File: config.mk
export PLATFORM = sky130hd
export DESIGN_NAME = excitation_injection_monitor
export DESIGN_NICKNAME = d
export VERILOG_FILES = /design/src/hdl/excite_pkg.sv /design/src/hdl/excite_cfg_if.sv /design/src/hdl/excitation_injection_monitor.sv /design/src/hdl/excite_tick_gen.sv /design/src/hdl/instability_monitor.sv
export SDC_FILE = /design/constraint.sdc
export NUM_CORES = 2
export LEC_CHECK = 0
export ABC_CLOCK_PERIOD_IN_PS = 11600
export BUFFER_PORTS_ARGS = -buffer_cell sky130_fd_sc_hd__clkbuf_2
export CAP_MARGIN = 15
export CORE_MARGIN = 2
export CORE_UTILIZATION = 58
export DETAILED_ROUTE_END_ITERATION = 10
export PLACE_DENSITY = 0.87
export SLEW_MARGIN = 20
export SYNTH_ARGS = -nofsm -noshare
export SYNTH_HDL_FRONTEND = slang
export SYNTH_SLANG_ARGS = --single-unit
File: constraint.sdc
create_clock -name mclk -period 11.6 [get_ports mclk]
set_clock_uncertainty 0.05 [all_clocks]
set_input_delay 0.58 -clock mclk [delete_from_list [all_inputs] [get_ports mclk]]
set_output_delay 0.58 -clock mclk [all_outputs]
set_load 0.02 [all_outputs]
File: src/hdl/excite_pkg.sv
// Package for the excitation injection monitor: register map, reset values, codes, timing.
// Assumes one 50 MHz clock and a register port of word index, write strobe and data.
package excite_pkg;

  // Register indices as word numbers; byte address would be four times the index.
  localparam logic [7:0] IDX_UPDATE_INTERVAL = 8'h26;
  localparam logic [7:0] IDX_SINE_FREQUENCY  = 8'h28;
  localparam logic [7:0] IDX_CURRENT_AMP     = 8'h2a;
  localparam logic [7:0] IDX_INJECT_POINT    = 8'h2c;
  localparam logic [7:0] IDX_TIME_LIMIT      = 8'h30;
  localparam logic [7:0] IDX_CURRENT_THRESH  = 8'h32;
  localparam logic [7:0] IDX_EXCITE_MODE     = 8'h2e;
  localparam logic [7:0] IDX_WATCHDOG_PERIOD = 8'h34;
  localparam logic [7:0] IDX_VELOCITY_AMP    = 8'h36;
  localparam logic [7:0] IDX_STATUS          = 8'h38;

  // Reset values. Amplitude in mA, limit in ms, threshold in mA, frequency in Hz.
  localparam logic [7:0]  RST_UPDATE_INTERVAL = 8'h02;
  localparam logic [31:0] RST_SINE_FREQUENCY  = 32'h0000_0000;
  localparam logic [31:0] RST_CURRENT_AMP     = 32'h0000_00c8;
  localparam logic [31:0] RST_ZERO            = 32'h0000_0000;
  localparam logic [7:0]  INTERVAL_MIN        = 8'h01;
  localparam logic [31:0] SINE_FREQ_MAX       = 32'h0000_1f40;
  localparam logic [31:0] TIME_LIMIT_MAX      = 32'h0000_ea60;
  localparam logic [31:0] FAULT_INSTABILITY   = 32'h0000_0085;

  // Sample rate and clock rate; one drive sample is a whole number of clocks.
  localparam int CLOCK_HZ          = 50_000_000;
  localparam int SAMPLE_HZ         = 16_000;
  localparam int SAMPLE_CYCLES     = CLOCK_HZ / SAMPLE_HZ;
  localparam int MS_PER_S          = 1000;
  localparam int SAMPLES_PER_MS    = SAMPLE_HZ / MS_PER_S;

  // Mode and injection point codes.
  typedef enum logic [2:0] {
    MODE_OFF, MODE_PRB, MODE_SINE, MODE_NOISE, MODE_OFFSET, MODE_STABILITY
  } excite_mode_t;
  typedef enum logic [1:0] {INJ_NONE, INJ_CURRENT, INJ_VELOCITY} inject_point_t;

endpackage : excite_pkg

File: src/hdl/excite_cfg_if.sv
// Interface carrying the configuration and tick between the top and its helpers.
// Assumes all parties share mclk.
`timescale 1ns/100ps
interface excite_cfg_if;
  logic [31:0] time_limit_ms;    // Instability limit in ms.
  logic [31:0] thresh_ma;        // Threshold in mA.
  logic        stability_mode;   // Mode 5 is active.
  logic        sample_tick;      // One pulse per drive sample.
  logic        fault;            // Instability fault level.
  logic [7:0]  interval;         // Samples between refreshes.
  logic        refresh;          // Excitation refresh pulse.

  modport top (output time_limit_ms, thresh_ma, stability_mode, interval,
               input sample_tick, fault, refresh);
  modport tick (input interval, output sample_tick, refresh);
  modport mon (input time_limit_ms, thresh_ma, stability_mode, sample_tick, output fault);
endinterface : excite_cfg_if

File: src/hdl/excitation_injection_monitor.sv
// Excitation injection and stability monitor for a servo drive.
// Assumes a word-indexed parameter port, synchronous inputs, and a 50 MHz mclk.
`timescale 1ns/100ps

////////////////////////////////////////////////////////////////////////////////
// Contract
// [RULE1] The excitation is refreshed every n drive samples, n from 1 to 255, reset value 2.
// [RULE2] Drive samples come at 16,000 Hz, so the refresh rate is 16,000 Hz over n.
// [RULE3] A sine frequency setting from 0 to 8,000 Hz, default 0, is held for the sine source.
// [RULE4] With current injection the current amplitude, default 0.2 A, is the peak amplitude.
// [RULE5] In mode 1 with current injection the amplitude sets the size added to the command.
// [RULE6] In mode 5 the time the current command stays above threshold is counted.
// [RULE7] When that time reaches the limit, fault 133 is raised.
// [RULE8] The limit is held in time units from 0.001 to 60.000 s, default 0.
// [RULE9] The threshold is held in current units from 0.001 A up to the peak, default 0; the code checks only the 0.001 A lower bound.
// [RULE10] The injection point is 0 none, 1 current, 2 velocity, default 0.
// [RULE11] Software should refresh the excitation no faster than it records data.
// [RULE12] Mode 0 off, 1 binary, 2 sine, 3 noise, 4 offset equal to the current amplitude.
// [RULE13] A nonzero watchdog forces the mode to 0 after its period; a nonzero rewrite restarts it.
// [RULE14] The above-threshold count clears when mode 5 is left or the command drops to threshold.
module excitation_injection_monitor
  import excite_pkg::*;
#(
  parameter int MS_CYCLES = CLOCK_HZ / MS_PER_S   // Clocks per millisecond.
) (
  input  wire logic        mclk,         // System clock, 50 MHz.
  input  wire logic        sys_rst,      // Asynchronous reset, high.
  input  wire logic [7:0]  reg_index,    // Parameter word index.
  input  wire logic        reg_write,    // Write strobe, one cycle.
  input  wire logic [31:0] reg_wdata,    // Write data.
  output logic      [31:0] reg_rdata,    // Read data, registered.
  input  wire logic [31:0] current_command,    // Current command magnitude, mA.
  input  wire logic signed [31:0] excite_sample, // Unit-scaled source sample.
  output logic signed [31:0] current_inject,   // Value added to current path.
  output logic signed [31:0] velocity_inject,  // Value added to velocity path.
  output logic             excite_refresh,     // Refresh pulse, one cycle.
  output logic      [31:0] sine_freq_out,      // Sine source frequency, Hz.
  output logic      [2:0]  mode_out,           // Active excitation mode.
  output logic             fault_active,       // Instability fault level.
  output logic      [31:0] fault_code          // Fault number while faulted.
);
  import excite_pkg::*;

  excite_cfg_if cfg ();

  logic [7:0]  gap_q, gap_d;
  logic [31:0] freq_q, freq_d, iamp_q, iamp_d, vamp_q, vamp_d;
  logic [1:0]  inj_q, inj_d;
  logic [2:0]  mode_q, mode_d;
  logic [31:0] lim_q, lim_d, thr_q, thr_d, wdp_q, wdp_d;
  logic [31:0] wdms_q, wdms_d, wdcyc_q, wdcyc_d;
  logic [31:0] rd_q, rd_d;
  logic signed [31:0] ci_q, ci_d, vi_q, vi_d;
  logic        ref_q, flt_q;
  logic [31:0] fc_q;

  ////////////////////////////////////////////////////////////////////////////////
  // Parameter writes with range checks; out-of-range values are ignored, but a threshold above the peak amplitude is accepted.
  always_comb begin
    gap_d  = gap_q;
    freq_d = freq_q;
    iamp_d = iamp_q;
    vamp_d = vamp_q;
    inj_d  = inj_q;
    mode_d = mode_q;
    lim_d  = lim_q;
    thr_d  = thr_q;
    wdp_d  = wdp_q;
    if (reg_write) begin
      case (reg_index)
        IDX_UPDATE_INTERVAL:
          if (reg_wdata[7:0] >= INTERVAL_MIN && reg_wdata[31:8] == 24'h0) begin
            gap_d = reg_wdata[7:0]; // [RULE1]
          end
        IDX_SINE_FREQUENCY:
          if (reg_wdata <= SINE_FREQ_MAX) begin
            freq_d = reg_wdata; // [RULE3]
          end
        IDX_CURRENT_AMP:     iamp_d = reg_wdata; // [RULE4]
        IDX_VELOCITY_AMP:    vamp_d = reg_wdata;
        IDX_INJECT_POINT:
          if (reg_wdata <= 32'h2) begin
            inj_d = reg_wdata[1:0]; // [RULE10]
          end
        IDX_EXCITE_MODE:
          if (reg_wdata <= 32'h5) begin
            mode_d = reg_wdata[2:0]; // [RULE12]
          end
        IDX_TIME_LIMIT:
          if (reg_wdata >= 32'h1 && reg_wdata <= TIME_LIMIT_MAX) begin
            lim_d = reg_wdata; // [RULE8]
          end
        IDX_CURRENT_THRESH:
          if (reg_wdata >= 32'h1) begin
            thr_d = reg_wdata; // [RULE9]
          end
        IDX_WATCHDOG_PERIOD: wdp_d = reg_wdata;
        default: ;
      endcase
    end
    // Watchdog expiry turns the excitation off; a same-cycle mode write wins.
    if (wdp_q != 32'h0 && mode_q != 3'(MODE_OFF) && wdms_q >= wdp_q &&
        !(reg_write && reg_index == IDX_EXCITE_MODE)) begin
      mode_d = 3'(MODE_OFF); // [RULE13]
    end
  end

  ////////////////////////////////////////////////////////////////////////////////
  // Watchdog millisecond timer, restarted by any mode write and held at zero while the mode is off.
  always_comb begin
    wdcyc_d = wdcyc_q;
    wdms_d  = wdms_q;
    if ((reg_write && reg_index == IDX_EXCITE_MODE) || mode_q == 3'(MODE_OFF)) begin
      wdcyc_d = 32'h0; // [RULE13]
      wdms_d  = 32'h0;
    end else if (wdcyc_q == 32'(MS_CYCLES - 1)) begin
      wdcyc_d = 32'h0;
      wdms_d  = wdms_q + 32'h1;
    end else begin
      wdcyc_d = wdcyc_q + 32'h1;
    end
  end

  ////////////////////////////////////////////////////////////////////////////////
  // Injection: refreshed on each refresh pulse, routed by injection point.
  always_comb begin
    logic signed [31:0] amp_val;
    logic signed [31:0] shaped;
    amp_val = (inj_q == 2'(INJ_VELOCITY)) ? $signed(vamp_q) : $signed(iamp_q); // [RULE4]
    shaped  = 32'sh0;
    case (mode_q)
      3'(MODE_PRB):    shaped = excite_sample[31] ? -amp_val : amp_val; // [RULE5]
      3'(MODE_SINE),
      3'(MODE_NOISE):  shaped = 32'((64'(excite_sample) * 64'(amp_val)) >>> 15);
      3'(MODE_OFFSET): shaped = $signed(iamp_q);
      default:         shaped = 32'sh0;
    endcase
    ci_d = ci_q;
    vi_d = vi_q;
    if (mode_q == 3'(MODE_OFF) || inj_q == 2'(INJ_NONE)) begin
      ci_d = 32'sh0; // [RULE10]
      vi_d = 32'sh0;
    end else if (cfg.refresh) begin
      ci_d = (inj_q == 2'(INJ_CURRENT))  ? shaped : 32'sh0; // [RULE5]
      vi_d = (inj_q == 2'(INJ_VELOCITY)) ? shaped : 32'sh0;
    end
  end

  ////////////////////////////////////////////////////////////////////////////////
  // Read-back of parameters and status.
  always_comb begin
    case (reg_index)
      IDX_UPDATE_INTERVAL: rd_d = {24'h0, gap_q};
      IDX_SINE_FREQUENCY:  rd_d = freq_q;
      IDX_CURRENT_AMP:     rd_d = iamp_q;
      IDX_VELOCITY_AMP:    rd_d = vamp_q;
      IDX_INJECT_POINT:    rd_d = {30'h0, inj_q};
      IDX_EXCITE_MODE:     rd_d = {29'h0, mode_q};
      IDX_TIME_LIMIT:      rd_d = lim_q;
      IDX_CURRENT_THRESH:  rd_d = thr_q;
      IDX_WATCHDOG_PERIOD: rd_d = wdp_q;
      IDX_STATUS:          rd_d = {30'h0, ref_q, cfg.fault};
      default:             rd_d = 32'h0;
    endcase
  end

  ////////////////////////////////////////////////////////////////////////////////
  // State registers.
  always_ff @(posedge mclk or posedge sys_rst) begin
    if (sys_rst) begin
      gap_q   <= RST_UPDATE_INTERVAL;
      freq_q  <= RST_SINE_FREQUENCY;
      iamp_q  <= RST_CURRENT_AMP;
      vamp_q  <= RST_ZERO;
      inj_q   <= 2'(INJ_NONE);
      mode_q  <= 3'(MODE_OFF);
      lim_q   <= RST_ZERO;
      thr_q   <= RST_ZERO;
      wdp_q   <= RST_ZERO;
      wdms_q  <= 32'h0;
      wdcyc_q <= 32'h0;
      rd_q    <= 32'h0;
      ci_q    <= 32'sh0;
      vi_q    <= 32'sh0;
      ref_q   <= 1'b0;
      flt_q   <= 1'b0;
      fc_q    <= 32'h0;
    end else begin
      gap_q   <= gap_d;
      freq_q  <= freq_d;
      iamp_q  <= iamp_d;
      vamp_q  <= vamp_d;
      inj_q   <= inj_d;
      mode_q  <= mode_d;
      lim_q   <= lim_d;
      thr_q   <= thr_d;
      wdp_q   <= wdp_d;
      wdms_q  <= wdms_d;
      wdcyc_q <= wdcyc_d;
      rd_q    <= rd_d;
      ci_q    <= ci_d;
      vi_q    <= vi_d;
      ref_q   <= cfg.refresh;
      flt_q   <= cfg.fault;
      fc_q    <= cfg.fault ? FAULT_INSTABILITY : 32'h0; // [RULE7]
    end
  end

  ////////////////////////////////////////////////////////////////////////////////
  // Helpers and outputs.
  assign cfg.interval       = gap_q;
  assign cfg.time_limit_ms  = lim_q;
  assign cfg.thresh_ma      = thr_q;
  assign cfg.stability_mode = (mode_q == 3'(MODE_STABILITY)); // [RULE6]

  excite_tick_gen u_tick (
    .mclk    (mclk),
    .sys_rst (sys_rst),
    .cfg     (cfg)
  );

  instability_monitor u_mon (
    .mclk    (mclk),
    .sys_rst (sys_rst),
    .cmd_ma  (current_command),
    .cfg     (cfg)
  );

  assign reg_rdata       = rd_q;
  assign current_inject  = ci_q;
  assign velocity_inject = vi_q;
  assign excite_refresh  = ref_q;
  assign sine_freq_out   = freq_q;
  assign mode_out        = mode_q;
  assign fault_active    = flt_q;
  assign fault_code      = fc_q; // [RULE7]

  ////////////////////////////////////////////////////////////////////////////////
  // Checks.
  a_gap_range: assert property (@(posedge mclk) disable iff (sys_rst)
    gap_q >= INTERVAL_MIN) else $error("interval below one"); // [RULE1]
  a_freq_range: assert property (@(posedge mclk) disable iff (sys_rst)
    freq_q <= SINE_FREQ_MAX) else $error("sine frequency out of range"); // [RULE3]
  a_inj_none: assert property (@(posedge mclk) disable iff (sys_rst)
    inj_q == 2'(INJ_NONE) |=> ci_q == 0 && vi_q == 0) else $error("injection while none"); // [RULE10]
  a_offset_amp: assert property (@(posedge mclk) disable iff (sys_rst)
    (cfg.refresh && mode_q == 3'(MODE_OFFSET) && inj_q == 2'(INJ_CURRENT)
     && $stable(mode_q)) |=> ci_q == $signed($past(iamp_q))) else $error("offset wrong"); // [RULE12]
  a_wd_expiry: assert property (@(posedge mclk) disable iff (sys_rst)
    (wdp_q != 0 && mode_q != 0 && wdms_q >= wdp_q && !reg_write) |=> mode_q == 3'(MODE_OFF))
    else $error("watchdog did not stop mode"); // [RULE13]
  a_fault_code: assert property (@(posedge mclk) disable iff (sys_rst)
    fault_active |-> fault_code == FAULT_INSTABILITY) else $error("fault code wrong"); // [RULE7]
  c_refresh: cover property (@(posedge mclk) disable iff (sys_rst) excite_refresh);
  c_current_inj: cover property (@(posedge mclk) disable iff (sys_rst) ci_q != 0);
  c_wd_off: cover property (@(posedge mclk) disable iff (sys_rst) $fell(mode_q != 0));
endmodule : excitation_injection_monitor

File: src/hdl/excite_tick_gen.sv
// Drive sample tick and excitation refresh pulse generator.
// Assumes mclk at 50 MHz and an interval of at least one sample.
`timescale 1ns/100ps
module excite_tick_gen
  import excite_pkg::*;
(
  input  wire logic mclk,       // System clock.
  input  wire logic sys_rst,    // Asynchronous reset, high.
  excite_cfg_if.tick cfg        // Interval in, ticks out.
);
  logic [15:0] div_q, div_d;
  logic [7:0]  gap_q, gap_d;
  logic        tick_q, tick_d, ref_q, ref_d;

  // Sample divider and refresh counter over samples.
  always_comb begin
    tick_d = 1'b0;
    ref_d  = 1'b0;
    div_d  = div_q + 16'h0001;
    gap_d  = gap_q;
    if (div_q == 16'(SAMPLE_CYCLES - 1)) begin
      div_d  = 16'h0000;
      tick_d = 1'b1; // [RULE2]
      if (gap_q + 8'h01 >= cfg.interval) begin
        gap_d = 8'h00;
        ref_d = 1'b1; // [RULE1]
      end else begin
        gap_d = gap_q + 8'h01;
      end
    end
  end

  always_ff @(posedge mclk or posedge sys_rst) begin
    if (sys_rst) begin
      div_q  <= 16'h0000;
      gap_q  <= 8'h00;
      tick_q <= 1'b0;
      ref_q  <= 1'b0;
    end else begin
      div_q  <= div_d;
      gap_q  <= gap_d;
      tick_q <= tick_d;
      ref_q  <= ref_d;
    end
  end

  assign cfg.sample_tick = tick_q;
  assign cfg.refresh     = ref_q;

  a_refresh_on_tick: assert property (@(posedge mclk) disable iff (sys_rst)
    cfg.refresh |-> cfg.sample_tick) else $error("refresh without sample tick"); // [RULE1]
  a_tick_spacing: assert property (@(posedge mclk) disable iff (sys_rst)
    $rose(cfg.sample_tick) |=> !cfg.sample_tick[*8]) else $error("ticks too close"); // [RULE2]
endmodule : excite_tick_gen

File: src/hdl/instability_monitor.sv
// Times how long the current command stays above threshold in stability mode.
// Assumes the command is in mA and sample ticks come from the tick generator.
`timescale 1ns/100ps
module instability_monitor
  import excite_pkg::*;
(
  input  wire logic        mclk,       // System clock.
  input  wire logic        sys_rst,    // Asynchronous reset, high.
  input  wire logic [31:0] cmd_ma,     // Current command magnitude in mA.
  excite_cfg_if.mon        cfg         // Settings in, fault out.
);
  logic [31:0] cnt_q, cnt_d, lim_samples;
  logic        flt_q, flt_d, above;

  // Limit in ms becomes samples; a zero limit never trips.
  assign lim_samples = cfg.time_limit_ms * 32'(SAMPLES_PER_MS);
  assign above       = cmd_ma > cfg.thresh_ma;

  always_comb begin
    cnt_d = cnt_q;
    flt_d = flt_q;
    if (!cfg.stability_mode || !above) begin
      cnt_d = 32'h0000_0000; // [RULE14]
    end else if (cfg.sample_tick) begin
      cnt_d = cnt_q + 32'h0000_0001; // [RULE6]
    end
    if (cfg.stability_mode && lim_samples != 32'h0 && cnt_q >= lim_samples) begin
      flt_d = 1'b1; // [RULE7]
    end else if (!cfg.stability_mode) begin
      flt_d = 1'b0;
    end
  end

  always_ff @(posedge mclk or posedge sys_rst) begin
    if (sys_rst) begin
      cnt_q <= 32'h0000_0000;
      flt_q <= 1'b0;
    end else begin
      cnt_q <= cnt_d;
      flt_q <= flt_d;
    end
  end

  assign cfg.fault = flt_q;

  a_count_clears: assert property (@(posedge mclk) disable iff (sys_rst)
    (!cfg.stability_mode || !above) |=> cnt_q == 32'h0) else $error("count not cleared"); // [RULE14]
  a_fault_trips: assert property (@(posedge mclk) disable iff (sys_rst)
    (cfg.stability_mode && lim_samples != 0 && cnt_q >= lim_samples) |=> cfg.fault)
    else $error("fault not raised at limit"); // [RULE7]
  c_fault_seen: cover property (@(posedge mclk) disable iff (sys_rst) $rose(cfg.fault));
endmodule : instability_monitor

Yosys cells after proc, flatten, opt, wreduce, memory -nomap -nowiden

Index checks and enable logic that the tools add are counted.

Add/subtract/negate cells: 6
$mul: 1
Magnitude comparators: 10
Eq/ne operators: 20
Multiplexer cells: 28
Reductions and logical operators: 36

Operators by type and width:

| operator                                                                              | count |
|---|---|
| 32-bit two-way mux                                                                    | 14 |
| 32-bit case mux with 10 select lines                                                  | 1 |
| 32-bit by 1-bit adder with 32-bit output (second input constant)                      | 3 |
| 32-bit case mux with 3 select lines                                                   | 1 |
| 8-bit by 6-bit == test with 1-bit output (second input constant)                      | 10 |
| 32-bit greater-or-equal comparator                                                    | 2 |
| 32-bit nonzero test                                                                   | 2 |
| 32-bit by 32-bit multiplier with 47-bit output                                        | 1 |
| 32-bit by 16-bit == test with 1-bit output (second input constant)                    | 1 |
| 32-bit by 1-bit greater-or-equal comparator with 1-bit output (second input constant) | 1 |
| 32-bit greater-than comparator                                                        | 1 |
| 32-bit by 13-bit less-or-equal comparator with 1-bit output (second input constant)   | 1 |
| 32-bit by 16-bit less-or-equal comparator with 1-bit output (second input constant)   | 1 |
| 32-bit by 2-bit less-or-equal comparator with 1-bit output (second input constant)    | 1 |
| 32-bit by 3-bit less-or-equal comparator with 1-bit output (second input constant)    | 1 |
| 32-bit negation                                                                       | 1 |
| 24-bit logical NOT                                                                    | 1 |
| 3-bit AND reduction                                                                   | 6 |
| 16-bit by 1-bit adder with 16-bit output (second input constant)                      | 1 |
| 16-bit by 12-bit == test with 1-bit output (second input constant)                    | 1 |
| 16-bit two-way mux                                                                    | 1 |
| 8-bit two-way mux                                                                     | 2 |
| 3-bit two-way mux                                                                     | 4 |
| 2-bit nonzero test                                                                    | 6 |
| other kinds (18)                                                                      | 37 |

Register bits after elaboration: 434
Bits of input ports: 107
Output and inout bits: 165

Logic depth before layout (Yosys ltp)

Word-level depth: 8
Depth in mapped cells: 37
Mapped depth without buffers: 30

Modules after synthesis

A second synthesis with hierarchy kept.

Cell total of the unflattened synthesis: 5367
Area, all modules: 51162.8 um2

By module, submodules not included:

| module                       | times used | cells an instance | area each (um2) |
|---|---|---|---|
| excitation_injection_monitor | 1          | 4836              | 46454.6 |
| instability_monitor          | 1          | 382               | 3204.3 |
| excite_tick_gen              | 1          | 149               | 1503.9 |

Worst setup path after synthesis

Ideal clock, no wire load.

Path kind: flip-flop to flip-flop
Start point: reg inj_q[0]
End point: reg ci_q[30] (netlist: current_inject[30])
Setup time: 134 ps
Arrival: 8449 ps
Data required time: 11416 ps
Setup slack: 2967 ps
Stages on the path, launching flop included: 37
Path through: dfrtp_1 -> nand2b_1 -> buf_6 -> buf_6 -> buf_6 -> buf_4 -> mux2_2 -> clkbuf_1 -> nand2_1 -> fa_1 -> inv_1 -> fa_1 -> inv_1 -> fa_1 -> fa_1 -> inv_1 -> fa_1 -> inv_1 -> fa_1 -> inv_1 -> fa_1 -> inv_1 -> fa_1 -> inv_1 -> ha_1 -> clkbuf_1 -> nand4_1 -> nor2_1 -> inv_1 -> a2111oi_4 -> o21ai_1 -> and3_1 -> buf_2 -> o31ai_2 -> xor2_1 -> a221oi_1 -> o21ai_0

Longest elaborated chain between the ends: 8
Elaborated cells between the ends (all ways): 13
Those cells by class: add/sub: 1; mul: 1; eq/ne: 2; mux: 6; reduce/logical: 3

Ends and longest elaborated chain:

| element                                                                                                | RTL line                            | source |
|---|---|---|
| from (decl)                                                                                            | excitation_injection_monitor.sv:48  | `logic [1:0] inj_q, inj_d;` |
| from (signal assigned)                                                                                 | excitation_injection_monitor.sv:175 | `inj_q <= 2'(INJ_NONE);` |
| from (signal assigned)                                                                                 | excitation_injection_monitor.sv:193 | `inj_q <= inj_d;` |
| parallel branches: the longest is 8 deep, another holds 32-bit by 32-bit multiplier with 47-bit output | -                                   |  |
| to (signal assigned)                                                                                   | excitation_injection_monitor.sv:201 | `ci_q <= ci_d;` |
| to (decl)                                                                                              | excitation_injection_monitor.sv:53  | `logic signed [31:0] ci_q, ci_d, vi_q, vi_d;` |

Parallel ways; which one is timed is not known. The select of a mux whose other input is x is not followed.
A chain may end at the register's enable or synchronous reset.

Worst setup path in the final report

Start point: reg inj_q[0]
End point: reg vi_q[16] (netlist: velocity_inject[16])

Longest elaborated chain between the ends: 8
Elaborated cells between the ends (all ways): 12
Those cells by class: add/sub: 1; mul: 1; eq/ne: 1; mux: 6; reduce/logical: 3

Ends and longest elaborated chain:

| element                                                                                                | RTL line                            | source |
|---|---|---|
| parallel branches: the longest is 8 deep, another holds 32-bit by 32-bit multiplier with 47-bit output | -                                   |  |
| to (signal assigned)                                                                                   | excitation_injection_monitor.sv:202 | `vi_q <= vi_d;` |
| to (decl)                                                                                              | excitation_injection_monitor.sv:53  |  |

Parallel ways; which one is timed is not known. The select of a mux whose other input is x is not followed.

==> summary.md <==
| Metric | Value |
|---|---|
| CTS hold repair buffers | `0` |
| CTS H-tree depth | `2` |
| Synth Area per Inst | `between 9 and 10 um2` |
| Hold Fails Final Rpt | `0` |
| Post-synthesis sequential area ratio | `a little over a fifth` |
| Global placer's final weighted congestion | `about 1` |
| Leak | `about 0.028 uW` |
| Met3 Usage GRT | `around 9%` |
| First-pass GRT wire length | `between 200,000 and 250,000 um` |
| Arr. time, crit path | `10,210 ps` |
| DRT Pass-1 Iters | `6` |
| DRC errors left | `0` |
| Final wirelength | `about 150,000 um` |
| Crit path kind | `reg -> reg` |
| Filler cell count in the final layout | `approximately 7k` |
| Grt ovf | `0` |
| Worst skew pair latency | `approximately 600 ps` |
| Worst setup EP type | `register` |
| Share of cells above drive strength 1 | `between 9 and 10%` |
| Max incr delay on CP | `between 800 and 900 ps` |
| R2R Setup Slk | `1740 ps` |
| Async S/R FF share, synth | `100%` |
| GR met1 Demand/Resource | `~44%` |
| Starting density of the core | `between 50% and 60%` |
| Setup crit start kind | `register` |
| Most numerous cell in the Yosys netlist | `inv_1` |
| Largest net degree at the start of global routing | `between 80 and 90` |
| Setup repair bufs after CTS | `0` |
| Post-synthesis cell count | `5,455` |
| CTS tree | `done` |
| Starting DRT DRC Count | `3,907` |
| Run status | `completed` |
| Max-cap violation count | `0` |
| DR vias/cell | `5.97` |
| # rows | `108` |
| Avg WL per Cell | `around 22 um` |
| Via Count | `~40k` |
| Synth warnings | `0` |
| RSZ-0062 raised after global routing | `no` |
| Layout Nets | `between 6k and 7k` |
| Pwr Density | `between 100 and 150 nW/um2` |
| Worst-Margin Slew | `between 1000 and 1500 ps` |
| Initial antenna violation count | `6` |
| CTS root buf | `clkbuf_16` |
| Setup Total Neg Slack | `0 ps` |
| Most frequent cells after synthesis | `inv_1, fa_1, nand2_1` |
| Gr busiest metal | `met2` |
| Final setup vio count | `0` |
| Area share of the largest cell type after synthesis | `32.0%` |
| Cell Area, Synth | `roughly 51,000 um2` |
| CTS buffer count | `40` |
| Distinct cells, synth | `89` |
| Yosys top cell by area | `fa_1` |
| Post-synth EDFFs | `0` |
| Multi-input gate area | `about 35,000 um2` |
| P&R area growth vs syn | `6.54%` |
| Worst Path Required | `about 12,000 ps` |
| Maximum vdd drop | `approximately 0.13 mV` |
| Vias in the first global route | `between 40k and 50k` |
| CTS resizes | `0` |
| Power Total | `5870 uW` |
| Post-route antenna net violation count | `0` |
| Synth top area cells | `fa_1, dfrtp_1, inv_1` |
| Rel. slew slack | `a little under a quarter` |
| Most frequent CP cell | `fa_1` |
| I/O Buffers | `roughly 240` |
| Synthesized flop and latch total | `roughly 430` |
| Clk pin slew, worst setup/hold paths | `70 ps` |
| Seq. cell area | `around 11,000 um2` |
| Maximum clock path buffer count | `3` |
| Post-route minimum period | `9860 ps` |
| Fin crit share | `a little over four fifths` |
| Grt met2 use | `approximately 53%` |
| Post-DP HPWL | `about 110,000 um` |
| Fmax | `roughly 100 MHz` |
| Final Max Slew Viols | `0` |
| Slowest-stage cell, CP | `nand2b_2` |
| Core footprint | `~87,000 um2` |
| Die extent in x | `between 300 and 400 um` |
| Die height | `roughly 300 um` |
| Hold Path Class | `in -> async` |
| Main synth FF type | `dfrtp_1` |
| Crit Path Max Fanout | `31` |
| GRT Util Overall | `between 30 and 40%` |
| Die ar. | `90,500 um2` |
| # IOs | `~270` |
| Clock Sink Count | `about 430` |
==> final cells by class <==
| type | instances | share of cell area (%) |
|---|---|---|
| Antenna cell | 4 | 0.0184 |
| Timing Repair Buffer | 283 | 2.85 |
| Clock buffer | 53 | 2.08 |
| Sequential cell | 426 | 19.6 |
| Inverter | 1043 | 7.20 |
| Multi-Input combinational cell | 3695 | 65.0 |
| Clock inverter | 19 | 0.616 |
| Tap cell | 1155 | 2.66 |
==> layout by cell type (no fill, tap or decap), types with 132 or more instances in the layout <==
master,n
dfrtp_1,422
mux2_2,132
nand2_1,699
clkbuf_2,242
inv_1,1042
o21ai_0,154
nor2_1,213
ha_1,270
and2_1,341
fa_1,816
==> stage by stage <==
step	instances	hold WS, ps	worst slack, ps	utilization, %	cell area, um2
6_report	6678	6.00	1740	62.5	54400
4_1_cts	6672	259	1880	62.5	54400
2_1_floorplan	5483	332	2970	-	51200
3_3_place_gp	6600	399	2010	60.8	52900
5_1_grt	6674	38.9	1240	62.5	54400
3_5_place_dp	6600	408	1880	60.8	52900
==> power breakdown <==
part | switching (uW) | internal (uW)
clock | 625 | 854
combinational | 1830 | 1020
sequential | 35.1 | 1510
==> layer usage <==
metal	part of all wire, %	vias up
li1	-	16900
met1	37	20000
met2	46	2403
met3	11	541
met4	5.6	6
met5	0.022	-
==> flip-flops by register name (all words and copies together) (netlist names), 2 cells and up <==
register           flops
u_tick.gap_q           8
current_inject        32
u_mon.cnt_q           32
wdms_q                32
wdcyc_q               32
inj_q                  2
sine_freq_out         32
velocity_inject       32
iamp_q                32
mode_out               3
cfg.interval           8
reg_rdata             32
cfg.time_limit_ms     32
vamp_q                32
u_tick.div_q          16
cfg.thresh_ma         32
wdp_q                 32
==> critical path, delay by kind of cell, from the launching register on <==
kind,cells,cell delay [ps]
fa+ha+maj,9,4470
compound gates,9,2130
simple gates,4,1760
buf+inv,5,600
flops,1,470
xor+xnor,1,170
==> cells by family (layout without fill, tap and decap cells) <==
| family | count (synthesis) | count (layout) | synth area share, % |
|---|---|---|---|
| AO/OA/AOI/OAI | 546 | 546 | 7.22 |
| XOR/XNOR | 201 | 201 | 3.50 |
| adder cells (fa/ha/maj) | 1086 | 1086 | 38.6 |
| AND/OR/NAND/NOR | 1677 | 1677 | 16.1 |
| flip-flops | 426 | 426 | 20.9 |
| multiplexers | 156 | 156 | 3.44 |
| other | 1 | 33 | 0.00734 |
| buffers and inverters | 1362 | 1398 | 10.3 |
==> final timing paths <==
check                               from             endpoint  cells after the start
max                             inj_q[0]  velocity_inject[16]                     28
min                              sys_rst    sine_freq_out[30]                      3
max reg2reg                     inj_q[0]  velocity_inject[16]                     28
min reg2reg                   wdcyc_q[0]           wdcyc_q[0]                      1
max in group asynchronous        sys_rst   velocity_inject[0]                      6
min in group mclk          reg_wdata[21]    cfg.thresh_ma[21]                      3
Power figures use the tool's default switching activity.
